--- src/design/boot_mode_pkg.sv ---
package boot_mode_pkg;
   // decoded strap combinations
   typedef enum logic [2:0] {
      mode_none,
      mode_host,
      mode_link,
      mode_eprom,
      mode_reserved
   } boot_mode_type;

   typedef enum logic [2:0] {
      seq_reset,
      seq_eprom_load,
      seq_wait_load,
      seq_run,
      seq_halt
   } seq_state_type;

   typedef enum logic [3:0] {
      tap_logic_reset,
      tap_run_idle,
      tap_sel_dr,
      tap_cap_dr,
      tap_shift_dr,
      tap_exit1_dr,
      tap_pause_dr,
      tap_exit2_dr,
      tap_upd_dr,
      tap_sel_ir,
      tap_cap_ir,
      tap_shift_ir,
      tap_exit1_ir,
      tap_pause_ir,
      tap_exit2_ir,
      tap_upd_ir
   } tap_state_type;

   localparam int CLK_FREQ_MHZ = 25;
   localparam int CLK_PERIOD_NS = 1000 / CLK_FREQ_MHZ;
   localparam int ADDR_W = 32;
   localparam int EPROM_ADDR_W = 16;
   localparam int EPROM_BOOT_BYTES = 256;
   localparam int SCAN_LEN = 8;
   localparam logic [ADDR_W-1:0] RESET_VECTOR_ADDR = 32'h0000_0100;
   localparam logic [EPROM_ADDR_W-1:0] EPROM_ADDR_RESET = 16'h0000;
   localparam boot_mode_type MODE_RESET = mode_none;
endpackage : boot_mode_pkg

--- src/design/boot_mode_reset_select.sv ---
// Overview of operation
// RQ1 - strap 10 boots EPROM, select drives chip select
// RQ2 - straps 001 select host processor boot
// RQ3 - straps 011 select link port boot
// RQ4 - straps 000 run from external memory
// RQ5 - board never applies 010 or 11x
// RQ6 - one instruction fetched per clock cycle
// RQ7 - clock source runs continuously at rate
// RQ8 - reset restarts fetch at reset vector
// RQ9 - processor reset held low during power-up
// RQ10 - test reset forces scan machine to reset
// RQ11 - test reset pulsed or held low
// RQ12 - scan logic steps on test clock
// RQ13 - scan chain output shifts onto data out
// RQ14 - emulator holds test reset until started
// RQ15 - only bus master drives boot select
// RQ16 - boot select drivable only in EPROM mode
// RQ17 - straps sampled during reset, mode held
// RQ18 - after reset, start path of decoded mode
`timescale 1ns/1ns
module boot_mode_reset_select
   import boot_mode_pkg::*;
#(
   parameter int BOOT_BYTES = EPROM_BOOT_BYTES,
   parameter int SCAN_BITS = SCAN_LEN
) (
   input wire logic sys_clk_in,
   input wire logic arst_n_in,
   input wire logic core_reset_n_in,
   input wire logic eprom_boot_strap_in,
   input wire logic link_boot_strap_in,
   input wire logic boot_memory_select_n_in,
   output logic boot_memory_select_n_out,
   output logic boot_memory_select_n_oe_out,
   input wire logic bus_master_in,
   input wire logic [7:0] eprom_data_in,
   output logic [EPROM_ADDR_W-1:0] eprom_addr_out,
   output logic [7:0] boot_byte_out,
   output logic boot_byte_valid_out,
   output logic host_boot_req_out,
   output logic link_boot_req_out,
   input wire logic boot_done_in,
   output logic [ADDR_W-1:0] fetch_addr_out,
   output logic fetch_valid_out,
   output logic fetch_external_out,
   output logic [2:0] boot_mode_out,
   output logic reserved_mode_out,
   input wire logic tck_in,
   input wire logic tms_in,
   input wire logic tdi_in,
   input wire logic trst_n_in,
   output logic tdo_out,
   output logic tap_reset_out,
   output logic emulation_status_n_out,
   output logic emulation_status_n_oe_out,
   output logic reserved_output_out
);
   // parameters the logic cannot serve stop elaboration
   if (BOOT_BYTES < 1 || BOOT_BYTES > (1 << EPROM_ADDR_W)) begin : g_bytes
      $error("boot_mode_reset_select: BOOT_BYTES out of range");
   end
   if (SCAN_BITS < 5) begin : g_scan
      $error("boot_mode_reset_select: SCAN_BITS must be at least 5");
   end

   localparam logic [EPROM_ADDR_W-1:0] LAST_BYTE =
      EPROM_ADDR_W'(BOOT_BYTES - 1);

   boot_mode_type mode_q;
   boot_mode_type mode_dec;
   seq_state_type seq_q;
   logic [EPROM_ADDR_W-1:0] eprom_addr_q;
   logic [ADDR_W-1:0] fetch_addr_q;
   logic [7:0] boot_byte_q;
   logic boot_byte_valid_q;
   logic select_oe_q;
   logic select_n_q;
   logic host_req_q;
   logic link_req_q;
   logic external_q;
   logic reserved_q;
   logic [SCAN_BITS-1:0] scan_capture;

   always_comb begin
      mode_dec = mode_reserved; // RQ5
      case ({eprom_boot_strap_in, link_boot_strap_in,
             boot_memory_select_n_in})
         3'h4, 3'h5: mode_dec = mode_eprom; // RQ1
         3'h1: mode_dec = mode_host; // RQ2
         3'h3: mode_dec = mode_link; // RQ3
         3'h0: mode_dec = mode_none; // RQ4
         default: mode_dec = mode_reserved;
      endcase
   end

   // straps are wired, so sampling every reset cycle is harmless and the
   // last sample before release wins
   always_ff @(posedge sys_clk_in or negedge arst_n_in) begin
      if (!arst_n_in) mode_q <= MODE_RESET;
      else if (!core_reset_n_in) mode_q <= mode_dec; // RQ17
   end

   always_ff @(posedge sys_clk_in or negedge arst_n_in) begin
      if (!arst_n_in) reserved_q <= (MODE_RESET == mode_reserved);
      else if (!core_reset_n_in) reserved_q <= (mode_dec == mode_reserved);
   end

   always_ff @(posedge sys_clk_in or negedge arst_n_in) begin
      if (!arst_n_in) seq_q <= seq_reset;
      else if (!core_reset_n_in) seq_q <= seq_reset; // RQ8
      else begin
         case (seq_q)
            seq_reset: begin
               case (mode_q) // RQ18
                  mode_eprom: seq_q <= seq_eprom_load;
                  mode_host, mode_link: seq_q <= seq_wait_load;
                  mode_none: seq_q <= seq_run;
                  default: seq_q <= seq_halt;
               endcase
            end
            seq_eprom_load: begin
               if (eprom_addr_q == LAST_BYTE) seq_q <= seq_run;
            end
            seq_wait_load: begin
               if (boot_done_in) seq_q <= seq_run;
            end
            seq_run: seq_q <= seq_run;
            seq_halt: seq_q <= seq_halt;
            default: seq_q <= seq_reset;
         endcase
      end
   end

   always_ff @(posedge sys_clk_in or negedge arst_n_in) begin
      if (!arst_n_in) eprom_addr_q <= EPROM_ADDR_RESET;
      else if (seq_q == seq_eprom_load) eprom_addr_q <= eprom_addr_q + 1'b1;
      else eprom_addr_q <= EPROM_ADDR_RESET;
   end

   // byte read at the address of the previous cycle
   always_ff @(posedge sys_clk_in or negedge arst_n_in) begin
      if (!arst_n_in) begin
         boot_byte_q <= 8'h00;
         boot_byte_valid_q <= 1'b0;
      end else begin
         boot_byte_q <= eprom_data_in;
         boot_byte_valid_q <= (seq_q == seq_eprom_load) && core_reset_n_in;
      end
   end

   always_ff @(posedge sys_clk_in or negedge arst_n_in) begin
      if (!arst_n_in) fetch_addr_q <= RESET_VECTOR_ADDR;
      else if (seq_q != seq_run) fetch_addr_q <= RESET_VECTOR_ADDR; // RQ8
      else fetch_addr_q <= fetch_addr_q + 1'b1; // RQ6
   end

   // a non-master in EPROM mode floats the pin so the master owns it
   always_ff @(posedge sys_clk_in or negedge arst_n_in) begin
      if (!arst_n_in) select_oe_q <= 1'b0;
      else select_oe_q <= core_reset_n_in && (mode_q == mode_eprom) // RQ16
                          && bus_master_in; // RQ15
   end

   // chip select from a flop so the EPROM never sees a decode glitch
   always_ff @(posedge sys_clk_in or negedge arst_n_in) begin
      if (!arst_n_in) select_n_q <= 1'b1;
      else if (!core_reset_n_in) select_n_q <= 1'b1;
      else if (seq_q == seq_reset)
         select_n_q <= (mode_q != mode_eprom); // RQ1
      else if (seq_q == seq_eprom_load)
         select_n_q <= (eprom_addr_q == LAST_BYTE);
   end

   // requests stay up until the loader reports done
   always_ff @(posedge sys_clk_in or negedge arst_n_in) begin
      if (!arst_n_in) begin
         host_req_q <= 1'b0;
         link_req_q <= 1'b0;
      end else if (!core_reset_n_in
                   || (seq_q == seq_wait_load && boot_done_in)) begin
         host_req_q <= 1'b0;
         link_req_q <= 1'b0;
      end else if (seq_q == seq_reset) begin
         host_req_q <= (mode_q == mode_host); // RQ2
         link_req_q <= (mode_q == mode_link); // RQ3
      end
   end

   always_ff @(posedge sys_clk_in or negedge arst_n_in) begin
      if (!arst_n_in) external_q <= 1'b0;
      else if (!core_reset_n_in) external_q <= 1'b0;
      else if (seq_q == seq_reset)
         external_q <= (mode_q == mode_none); // RQ4
   end

   assign boot_memory_select_n_oe_out = select_oe_q;
   assign boot_memory_select_n_out = select_n_q;
   assign eprom_addr_out = eprom_addr_q;
   assign boot_byte_out = boot_byte_q;
   assign boot_byte_valid_out = boot_byte_valid_q;
   assign host_boot_req_out = host_req_q;
   assign link_boot_req_out = link_req_q;
   assign fetch_addr_out = fetch_addr_q;
   assign fetch_valid_out = (seq_q == seq_run);
   assign fetch_external_out = external_q;
   assign boot_mode_out = mode_q;
   assign reserved_mode_out = reserved_q;
   assign emulation_status_n_out = 1'b0;
   assign emulation_status_n_oe_out = 1'b0;
   assign reserved_output_out = 1'b0;

   assign scan_capture = SCAN_BITS'({bus_master_in,
                          boot_memory_select_n_in, link_boot_strap_in,
                          eprom_boot_strap_in, core_reset_n_in});

   scan_tap #(
      .LEN(SCAN_BITS)
   ) u_tap (
      .sys_clk_in(sys_clk_in),
      .arst_n_in(arst_n_in),
      .tck_in(tck_in),
      .tms_in(tms_in),
      .tdi_in(tdi_in),
      .trst_n_in(trst_n_in),
      .capture_in(scan_capture),
      .tdo_out(tdo_out),
      .tap_reset_out(tap_reset_out)
   );
endmodule : boot_mode_reset_select

--- src/design/scan_tap.sv ---
`timescale 1ns/1ns
module scan_tap
   import boot_mode_pkg::*;
#(
   parameter int LEN = SCAN_LEN
) (
   input wire logic sys_clk_in,
   input wire logic arst_n_in,
   input wire logic tck_in,
   input wire logic tms_in,
   input wire logic tdi_in,
   input wire logic trst_n_in,
   input wire logic [LEN-1:0] capture_in,
   output logic tdo_out,
   output logic tap_reset_out
);
   // the shift path needs two bits to have a slice to move
   if (LEN < 2) begin : g_len
      $error("scan_tap: LEN must be at least 2");
   end

   tap_state_type state_q;
   tap_state_type state_d;
   logic tck_q;
   logic tck_rise;
   logic tck_fall;
   logic [LEN-1:0] chain_q;
   logic bypass_q;

   // tck is taken as a plain sampled input, so it must run well below sys_clk
   assign tck_rise = tck_in & ~tck_q;
   assign tck_fall = ~tck_in & tck_q;
   assign tap_reset_out = (state_q == tap_logic_reset);

   always_ff @(posedge sys_clk_in or negedge arst_n_in) begin
      if (!arst_n_in) tck_q <= 1'b0;
      else tck_q <= tck_in;
   end

   always_comb begin
      state_d = state_q;
      case (state_q)
         tap_logic_reset: state_d = tms_in ? tap_logic_reset : tap_run_idle;
         tap_run_idle: state_d = tms_in ? tap_sel_dr : tap_run_idle;
         tap_sel_dr: state_d = tms_in ? tap_sel_ir : tap_cap_dr;
         tap_cap_dr: state_d = tms_in ? tap_exit1_dr : tap_shift_dr;
         tap_shift_dr: state_d = tms_in ? tap_exit1_dr : tap_shift_dr;
         tap_exit1_dr: state_d = tms_in ? tap_upd_dr : tap_pause_dr;
         tap_pause_dr: state_d = tms_in ? tap_exit2_dr : tap_pause_dr;
         tap_exit2_dr: state_d = tms_in ? tap_upd_dr : tap_shift_dr;
         tap_upd_dr: state_d = tms_in ? tap_sel_dr : tap_run_idle;
         tap_sel_ir: state_d = tms_in ? tap_logic_reset : tap_cap_ir;
         tap_cap_ir: state_d = tms_in ? tap_exit1_ir : tap_shift_ir;
         tap_shift_ir: state_d = tms_in ? tap_exit1_ir : tap_shift_ir;
         tap_exit1_ir: state_d = tms_in ? tap_upd_ir : tap_pause_ir;
         tap_pause_ir: state_d = tms_in ? tap_exit2_ir : tap_pause_ir;
         tap_exit2_ir: state_d = tms_in ? tap_upd_ir : tap_shift_ir;
         tap_upd_ir: state_d = tms_in ? tap_sel_dr : tap_run_idle;
         default: state_d = tap_logic_reset;
      endcase
   end

   // test reset acts every sys_clk cycle, whether tck moves or not
   always_ff @(posedge sys_clk_in or negedge arst_n_in) begin
      if (!arst_n_in) state_q <= tap_logic_reset;
      else if (!trst_n_in) state_q <= tap_logic_reset; // RQ10
      else if (tck_rise) state_q <= state_d; // RQ12
   end

   always_ff @(posedge sys_clk_in or negedge arst_n_in) begin
      if (!arst_n_in) begin
         chain_q <= '0;
         bypass_q <= 1'b0;
      end else if (tck_rise) begin
         if (state_q == tap_cap_dr) chain_q <= capture_in;
         else if (state_q == tap_shift_dr) chain_q <= {tdi_in, chain_q[LEN-1:1]};
         if (state_q == tap_shift_ir) bypass_q <= tdi_in;
      end
   end

   // tdo changes on the falling tck edge so the far side samples it stable
   always_ff @(posedge sys_clk_in or negedge arst_n_in) begin
      if (!arst_n_in) tdo_out <= 1'b0;
      else if (tck_fall) begin
         if (state_q == tap_shift_dr) tdo_out <= chain_q[0]; // RQ13
         else if (state_q == tap_shift_ir) tdo_out <= bypass_q;
      end
   end
endmodule : scan_tap

--- config.mk ---
export PLATFORM = sky130hd
export DESIGN_NAME = boot_mode_reset_select
export DESIGN_NICKNAME = d
export VERILOG_FILES = /design/src/design/boot_mode_pkg.sv /design/src/design/boot_mode_reset_select.sv /design/src/design/scan_tap.sv
export SDC_FILE = /design/constraint.sdc
export NUM_CORES = 1
export LEC_CHECK = 0
export BUFFER_PORTS_ARGS = -buffer_cell sky130_fd_sc_hd__buf_2
export CORE_MARGIN = 4
export CORE_UTILIZATION = 35
export DETAILED_ROUTE_END_ITERATION = 8
export HOLD_SLACK_MARGIN = 0.02
export PLACE_DENSITY_LB_ADDON = 0.15
export REMOVE_ABC_BUFFERS = 1
export SETUP_SLACK_MARGIN = 0.05
export SLEW_MARGIN = 30
export SYNTH_ARGS = -nofsm -noshare
export SYNTH_HDL_FRONTEND = slang
export SYNTH_HIERARCHICAL = 1
export SYNTH_SLANG_ARGS = --single-unit
--- constraint.sdc ---
create_clock -name sys_clk_in -period 4.6 [get_ports sys_clk_in]
set_input_delay 0 -clock sys_clk_in [delete_from_list [all_inputs] [get_ports sys_clk_in]]
set_output_delay 0 -clock sys_clk_in [all_outputs]
set_load 0.05 [all_outputs]
==> Word-level counts from Yosys, hierarchy flattened <==
Cells that the tools add are included.
{ "classes": {"addsub": 2, "muxes": 36, "n_eq_ne": 35, "n_reduce_logical": 22, "bitwise_logic": 4} }
{ "op_table": {"columns": ["op", "count"], "rows": [
  ["$pmux 4 s12", 1],
  ["$add 32x1->32 const B", 1],
  ["$eq 4x4->1 const B", 8],
  ["$mux 32", 1],
  ["$mux 4", 6],
  ["$add 16x1->16 const B", 1],
  ["$eq 16x8->1 const B", 1],
  ["$eq 4x3->1 const B", 4],
  ["$mux 16", 1],
  ["$mux 8", 2],
  ["$eq 3x2->1 const B", 5],
  ["$mux 3", 5],
  ["$pmux 3 s5", 1],
  ["$mux 1", 14],
  ["$eq 3x3->1 const B", 4],
  ["$pmux 3 s4", 1],
  ["$eq 3x1->1 const B", 3],
  ["$logic_not 3->1", 3],
  ["$pmux 3 s3", 1],
  ["$eq 4x2->1 const B", 2],
  ["$reduce_and 2->1", 4],
  ["$reduce_or 2->1", 4],
  ["$mux 2", 3],
  ["$ne 3x2->1 const B", 2],
  ["other kinds (12)", 21]
]} }
{ "word_totals": {"output_inout_bits": 72, "word_cells": 116, "in_bits": 20, "regBits": 84} }

==> Logic depth before layout (Yosys ltp) <==
Gate-level depths: netlist (run 1).
{ "depth": {"ltp_word": 5, "ltp_mapped": 6, "depth_no_buf": 5} }

==> Modules after synthesis <==
The synthesis (run 1) kept the hierarchy.
{ "modules_own_cells": {"columns": ["mod", "area_each_um2", "cells_each", "seq_area_each_um2", "instances"], "rows": [
  ["boot_mode_reset_select", 3254.4, 330, 1704.1, 1],
  ["scan_tap", 910.9, 98, 375.4, 1]
]} }

==> Worst setup path before layout (run 1) <==
OpenSTA, ideal clock, no wires.
{ "synth_path": {"path_type": "flip-flop to flip-flop", "start": "reg u_tap.state_q[2]", "end": "reg u_tap.state_q[2]", "synth_period_minus_slack_ns": 2.495, "setup_slack_ns": 2.105, "t_arrival_ns": 2.362, "path_stages_with_launch": 6, "required_ns": 4.468, "setup_time_ns": 0.132, "path_cell_list": "dfrtp_1 buf_4 nor4_1 a31oi_1 o21ai_0 a21oi_1"} }
{ "synth_via": {"word_cells_on_any_way": 22, "classes_between": "eq/ne (15); mux (3); reduce/logical (4)"} }
{ "synth_rtl": {"columns": ["item", "line", "text"], "rows": [
  ["start: declaration", "scan_tap.sv:22", "tap_state_type state_q;"],
  ["start signal: assignment", "scan_tap.sv:65", "if (!arst_n_in) state_q <= tap_logic_reset;"],
  ["start signal: assignment", "scan_tap.sv:66", "else if (!trst_n_in) state_q <= tap_logic_reset;"],
  ["start signal: assignment", "scan_tap.sv:67", "else if (tck_rise) state_q <= state_d;"],
  ["$logic_not 4->1", null, null],
  ["net tap_reset_out", "boot_mode_reset_select.sv:53", "output logic tap_reset_out,"],
  ["$pmux 4 s12", "scan_tap.sv:42", "case (state_q)"],
  ["$mux 4", "scan_tap.sv:67", null],
  ["$mux 4", "scan_tap.sv:66", null]
]} }
The timed path passes the listed nets, and every way through them passes these cells. The select of a mux whose other input is x is not followed.
A chain may end at the register's enable or synchronous reset.

==> Final worst setup path (run 1) <==
{ "layout_path": {"start": "reg fetch_addr_q[0], in the netlist fetch_addr_out[0]", "end": "reg fetch_addr_q[28], in the netlist fetch_addr_out[28]"} }
{ "layout_via": {"elab_chain_len": 2} }
{ "layout_rtl": {"columns": ["item", "line", "text"], "rows": [
  ["start: declaration", "boot_mode_reset_select.sv:73", "logic [ADDR_W-1:0] fetch_addr_q;"],
  ["start signal: assignment", "boot_mode_reset_select.sv:154", "else fetch_addr_q <= fetch_addr_q + 1'b1;"],
  ["$add 32x1->32", "boot_mode_reset_select.sv:154", null],
  ["$mux 32", "boot_mode_reset_select.sv:153", "else if (seq_q != seq_run) fetch_addr_q <= RESET_VECTOR_ADDR;"]
]} }
No other way between the ends.

==> results of run 1 <==
==> placed cells by master, fill, tap and decap left out, types with 13 or more instances in the layout <==
master          n
xnor2_1        17
dfrtp_1        81
buf_2          87
nor2_1         39
a21oi_1        28
nand2_1        38
nand3_1        20
dlygate4sd3_1  18
o31ai_1        13
o21ai_0        17
==> metrics by stage <==
stage,instance area [µm²],std cells,utilization [%]
after global routing,5200,677,45.2
after global placement,4700,643,40.8
after CTS,5200,677,45.2
after detailed placement,4700,643,40.8
final,5200,677,45.2
after floorplan,4060,410,-
==> worst max-delay path by stage <==
stage | to | from | slack [ns] | cells after the start
floorplan | u_tap/state_q[2]$_DFFE_PN0P_ | u_tap/state_q[2]$_DFFE_PN0P_ | 2.06 | 4
global placement | fetch_addr_out[28]$_DFF_PN0_ | fetch_addr_out[0]$_DFF_PN0_ | 2.69 | 5
detailed placement | fetch_addr_out[28]$_DFF_PN0_ | fetch_addr_out[0]$_DFF_PN0_ | 2.63 | 5
CTS | fetch_addr_out[28]$_DFF_PN0_ | fetch_addr_out[0]$_DFF_PN0_ | 2.60 | 5
global route | fetch_addr_out[28]$_DFF_PN0_ | fetch_addr_out[0]$_DFF_PN0_ | 2.45 | 5
finish | fetch_addr_out[28]$_DFF_PN0_ | fetch_addr_out[0]$_DFF_PN0_ | 2.60 | 5
==> state kept, by name, indices dropped and copies added (netlist names) <==
signal,count
u_tap/bypass_q,1
link_boot_req_out,1
eprom_addr_out,16
boot_memory_select_n_out,1
fetch_addr_out,32
boot_memory_select_n_oe_out,1
u_tap/tdo_out,1
boot_mode_out,3
u_tap/chain_q,8
host_boot_req_out,1
boot_byte_out,8
u_tap/state_q,4
u_tap/tck_q,1
fetch_external_out,1
boot_byte_valid_out,1
seq_q,3
==> cells by family after synthesis <==
logic type,synth area share (%)
and+or+nand+nor,24.9
AOI/OAI and AO/OA,13.0
DFF,49.9
buffers and inverters,4.08
xor gates and xnor gates,4.63
muxes,2.70
adders and majority gates,0.601
other,0.0900
==> area by class of cell <==
type	count	area [µm²]	share of cell area, %
Timing Repair Buffer	108	638	12.3
Multi-Input combinational cell	315	1930	37.2
Clock buffer	14	264	5.08
Sequential cell	83	2080	40.0
Inverter	12	45.0	0.866
Clock inverter	2	60.1	1.15
Tap cell	143	179	3.44
==> power breakdown <==
part | internal [W] | switching, W | total [W]
Combinational | 0.0000617 | 0.000145 | 0.000206
Clock | 0.000506 | 0.000277 | 0.000783
Sequential | 0.000755 | 0.0000315 | 0.000787
Total | 0.00132 | 0.000453 | 0.00178
==> layer usage <==
| layer | vias up | GRT usage (%) | part of all wire, % |
|---|---|---|---|
| met5 | - | 0 | 0 |
| met4 | 0 | 4.36 | 1.3 |
| met3 | 9 | 4.01 | 5.0 |
| met2 | 74 | 23.4 | 46 |
| met1 | 1707 | 20.8 | 48 |
| li1 | 1753 | - | - |
==> results.py, run 1 <==
metrics = {
    "pwr": {
        "leakage_nw": 2.27,
        "cellPowerDensity_mw_per_mm2": 341,
        "power.total_w": 0.00178,
        "peakVddDrop_mv": 0.189,
    },
    "sta": {
        "drv_slew": 0,
        "setup_slack_ns": 2.60,
        "max_freq_ghz": 0.500,
        "period_needed_ns": 2.00,
        "setup_violations": 0,
        "relSlewSlack_pct": 55.0,
        "post-route-period-util_pct": 43.5,
        "rsz0062_at_grt": "no",
        "hold_violations": 0,
        "worst_hold_slack_ns": 0.0287,
        "tns_ns": 0,
        "finClkSkew_ns": 0.00621,
        "worst_pin_slew_ns": 0.675,
    },
    "place": {
        "place_congestion": 0.784,
        "io_buffers": 88,
        "hpwl_um": 6930,
        "pre_cts_ws_ns": 2.63,
    },
    "global_route": {
        "grt_pass1_vias": 3380,
        "grtUsageTotal_pct": 15.1,
        "grt_pass1_wl_um": 16500,
        "grt_remaining_overflow": 0,
        "grt_antenna_before_repair": 0,
        "grt_max_degree": 53,
    },
    "setup_path": {
        "crit_fanout": 8,
        "critPathCaptureType": "flip-flop",
        "start_kind": "flip-flop",
        "required_ns": 4.86,
        "r2r_end": "fetch_addr_out[28]$_DFF_PN0_",
        "r2r-start": "fetch_addr_out[0]$_DFF_PN0_",
        "critical_path.max_stage_delay_ns": 0.53,
        "path_class": "reg -> reg",
        "cp_top_family": "simple AND/OR/NAND/NOR gates",
        "reg2reg_depth": 5,
        "slowest_stage": "or4_1",
        "regToRegSetupSlack_ns": 2.60,
        "cp_cell_sequence": "ha_1 > and4_1 > nand4_1 > or4_1 > a21oi_1",
        "worst-path-buf-inv": 0,
        "arrival_ns": 2.26,
    },
    "logic_synthesis": {
        "synthTopCellsByCount": "dfrtp_1 (81), nor2_1 (39), nand2_1 (38)",
        "ys_types": 66,
        "synth_warnings": 6,
        "yosysSeqAreaShare_pct": 49.9,
        "synth_area_leader_cell": "dfrtp_1",
        "yosysMostFrequentCell": "dfrtp_1",
        "synthTopCellsByArea": "dfrtp_1 (49%), xnor2_1 (3.6%), nor2_1 (3.5%), nand2_1 (3.4%), a21oi_1 (3.4%)",
        "synthCells": 428,
        "synth-seq-cells": 83,
        "synth_top_area_share_pct": 48.7,
        "async_flop_share_pct": 100,
        "yosys_most_used_dff": "dfrtp_1",
        "synth.cell_area_mm2": 0.00417,
        "postSynthAreaPerCell_um2": 9.73,
        "synth_edf_count": 0,
    },
    "routing": {
        "wl_per_cell_um": 14.5,
        "drc": 0,
        "drtIter0Drc": 201,
        "firstDrtPassIters": 4,
        "num_vias": 3543,
        "drt_wl_total_um": 9840,
        "ant_nets": 0,
        "post_drt_via_cell_ratio": 5.23,
    },
    "clock_tree": {
        "clk_pin_slew_ns": 0.06,
        "cts_hold_buf": 18,
        "cts_setup_buffers": 0,
        "clk_latency_ns": 0.33,
        "cts.sinks": 83,
        "cts_resized": 0,
        "cts_buffers": 9,
        "cts_tree": "done",
        "cts-root-buf": "clkbuf_16",
        "htree_num_levels": 3,
        "cts.path.max_buffers": 2,
    },
    "layout": {
        "fin_nets": 551,
        "area_delta_synth_final_pct": 24.8,
        "diodes": 0,
        "drive_gt1_share_pct": 22.3,
        "n_fill_cell": 1138,
    },
    "floorplanning": {
        "ios": 92,
        "row_count": 39,
        "core_area_mm2": 0.0115,
        "die_area_mm2": 0.0137,
        "fp.dieH_um": 117,
        "start_util_pct": 36.2,
        "die_w_um": 117,
    },
    "outcome": {
        "status": "finished clean",
    },
    "hold_path": {
        "hold_depth": 2,
        "hold_path.class": "in -> reg",
        "min_to": "boot_memory_select_n_out$_DFFE_PN1P_",
        "hold_path_startpoint": "core_reset_n_in",
    },
    "job": {
        "max-cap-violations": 0,
    },
}
Power figures use the tool's default switching activity.
==> inputs of run 2 (changes only) <==
==> constraint.sdc (replaced) <==
create_clock -name sys_clk_in -period 1.7 [get_ports sys_clk_in]
set_input_delay 0 -clock sys_clk_in [delete_from_list [all_inputs] [get_ports sys_clk_in]]
set_output_delay 0 -clock sys_clk_in [all_outputs]
set_load 0.05 [all_outputs]
==> results.py, run 2 (synthesis results as in run 1) <==
metrics = {
    "sta": {
        "post-route-period-util_pct": 99.4,
        "worst_pin_slew_ns": 0.501,
        "hold_violations": 0,
        "relSlewSlack_pct": 66.6,
        "drv_slew": 0,
        "setup_violations": 0,
        "rsz0062_at_grt": "yes",
        "tns_ns": 0,
        "max_freq_ghz": 0.592,
        "period_needed_ns": 1.69,
        "finClkSkew_ns": 0.00476,
    },
    "layout": {
        "fin_util_pct": 50.6,
        "final_common_cell": "buf_2",
        "n_fill_cell": 1115,
        "design_area_mm2": 0.00583,
        "area_delta_synth_final_pct": 40.0,
        "drive_gt1_share_pct": 35.5,
        "final_cell_mix": "buf_2 (86), dfrtp_1 (79), buf_4 (76), nor2_1 (39), nand2_1 (35)",
        "largest_register_ffs": 32,
        "diodes": 0,
        "fin_nets": 626,
        "regArea_mm2": 0.00208,
        "multi_input_area_mm2": 0.00206,
    },
    "global_route": {
        "grt_pass1_vias": 3761,
        "grt_antenna_before_repair": 0,
        "grt_max_degree": 37,
        "grt_remaining_overflow": 0,
        "grtUsageTotal_pct": 16.3,
        "grt_pass1_wl_um": 17800,
    },
    "routing": {
        "ant_nets": 0,
        "wl_per_cell_um": 14.5,
        "drc": 0,
        "drtIter0Drc": 178,
        "num_vias": 3861,
        "post_drt_via_cell_ratio": 5.14,
        "firstDrtPassIters": 4,
        "drt_wl_total_um": 10900,
    },
    "setup_path": {
        "cp_cell_sequence": "ha_2 > and4_4 > nand4_1 > or4_1 > a21oi_1",
        "slowest_stage": "or4_1",
        "cp_top_family": "simple AND/OR/NAND/NOR gates",
        "critPathCaptureType": "flip-flop",
        "arrival_ns": 1.95,
        "start_kind": "flip-flop",
        "required_ns": 1.96,
        "path_class": "reg -> reg",
        "worst-path-buf-inv": 0,
        "critical_path.max_stage_delay_ns": 0.48,
        "crit_fanout": 6,
    },
    "floorplanning": {
        "core_area_mm2": 0.0115,
        "die_area_mm2": 0.0137,
        "row_count": 39,
        "ios": 92,
        "start_util_pct": 36.2,
        "fp.dieH_um": 117,
        "die_w_um": 117,
    },
    "place": {
        "dpl_cell_area_mm2": 0.00517,
        "hpwl_um": 7650,
        "io_buffers": 88,
        "place_congestion": 0.822,
    },
    "clock_tree": {
        "htree_num_levels": 3,
        "cts.path.max_buffers": 2,
        "cts-root-buf": "clkbuf_16",
        "cts.sinks": 83,
        "clk_latency_ns": 0.33,
        "cts_tree": "done",
        "cts_buffers": 9,
        "clk_pin_slew_ns": 0.06,
    },
    "pwr": {
        "peakVddDrop_mv": 0.587,
        "leakage_nw": 2.66,
        "cellPowerDensity_mw_per_mm2": 774,
    },
    "hold_path": {
        "hold_path.class": "in -> reg",
    },
    "outcome": {
        "status": "finished clean",
    },
    "job": {
        "max-cap-violations": 0,
    },
}
run 2: changes by cell type in the layout (fill, tap and decap cells not counted), sizes merged:
| cell | before | now |
|---|---|---|
| buf | 90 | 163 |
| bufinv | 2 | 0 |
| clkbuf | 14 | 12 |
| clkinv | 0 | 3 |
| nand4 | 11 | 13 |
run 2: path summary, 6_finish.rpt:
check                                              from                              endpoint  slack, ns  cells past startpoint
max reg2reg                 fetch_addr_out[0]$_DFF_PN0_          fetch_addr_out[28]$_DFF_PN0_       0.01                      5
max                         fetch_addr_out[0]$_DFF_PN0_          fetch_addr_out[28]$_DFF_PN0_       0.01                      5
min                                     core_reset_n_in  boot_memory_select_n_out$_DFFE_PN1P_       0.03                      2
min reg2reg                u_tap/chain_q[2]$_DFFE_PN0P_          u_tap/chain_q[2]$_DFFE_PN0P_       0.48                      2
min in group asynchronous                     arst_n_in          fetch_addr_out[29]$_DFF_PN0_       0.18                      2
max in group asynchronous                     arst_n_in  boot_memory_select_n_out$_DFFE_PN1P_       0.88                      3
run 2: area by class of cell:
class	count	share of cell area (%)
clock inverters	3	0.258
repair buffers	181	20.6
well taps	143	3.07
inverters	12	0.773
clock buffers	12	4.23
multi-input cells	317	35.4
flip-flops and latches	83	35.7
run 2: metrics by stage:
step           cells  total power [W]  hold slack [ns]  setup WS (ns)
6_report         751          0.00451           0.0282         0.0107
2_1_floorplan    410          0.00250           -0.296         -0.838
3_5_place_dp     705          0.00274          0.00579         -0.107
4_1_cts          741          0.00457           0.0286         0.0171
3_3_place_gp     705          0.00273          0.00425        -0.0270
5_1_grt          751          0.00475           0.0600        -0.0805
run 2: where the power goes:
group | internal (W) | switching, W | leakage, nW
registers | 0.00204 | 0.0000609 | 1.12
logic | 0.000211 | 0.000429 | 1.41
clock network | 0.00101 | 0.000754 | 0.132
total | 0.00327 | 0.00124 | 2.66
run 2: what timing repair did:
item,CTS,global route
hold buffers,18,0
pin swaps,6,4
setup buffers,1,10
endpoints found under the hold margin,57,0
cloned,2,0
setup endpoints to repair,13,28
gates resized for setup,8,23
run 2: per-layer routing:
| layer | vias up | track usage, % | share of wire, % | routed length (µm) |
|---|---|---|---|---|
| li1 | 1906 | - | - | - |
| met5 | - | 0 | 0 | 0 |
| met1 | 1868 | 22.6 | 48 | 5200 |
| met3 | 9 | 3.19 | 4.4 | 478 |
| met4 | 0 | 5.81 | 1.3 | 140 |
| met2 | 78 | 25.6 | 46 | 5030 |
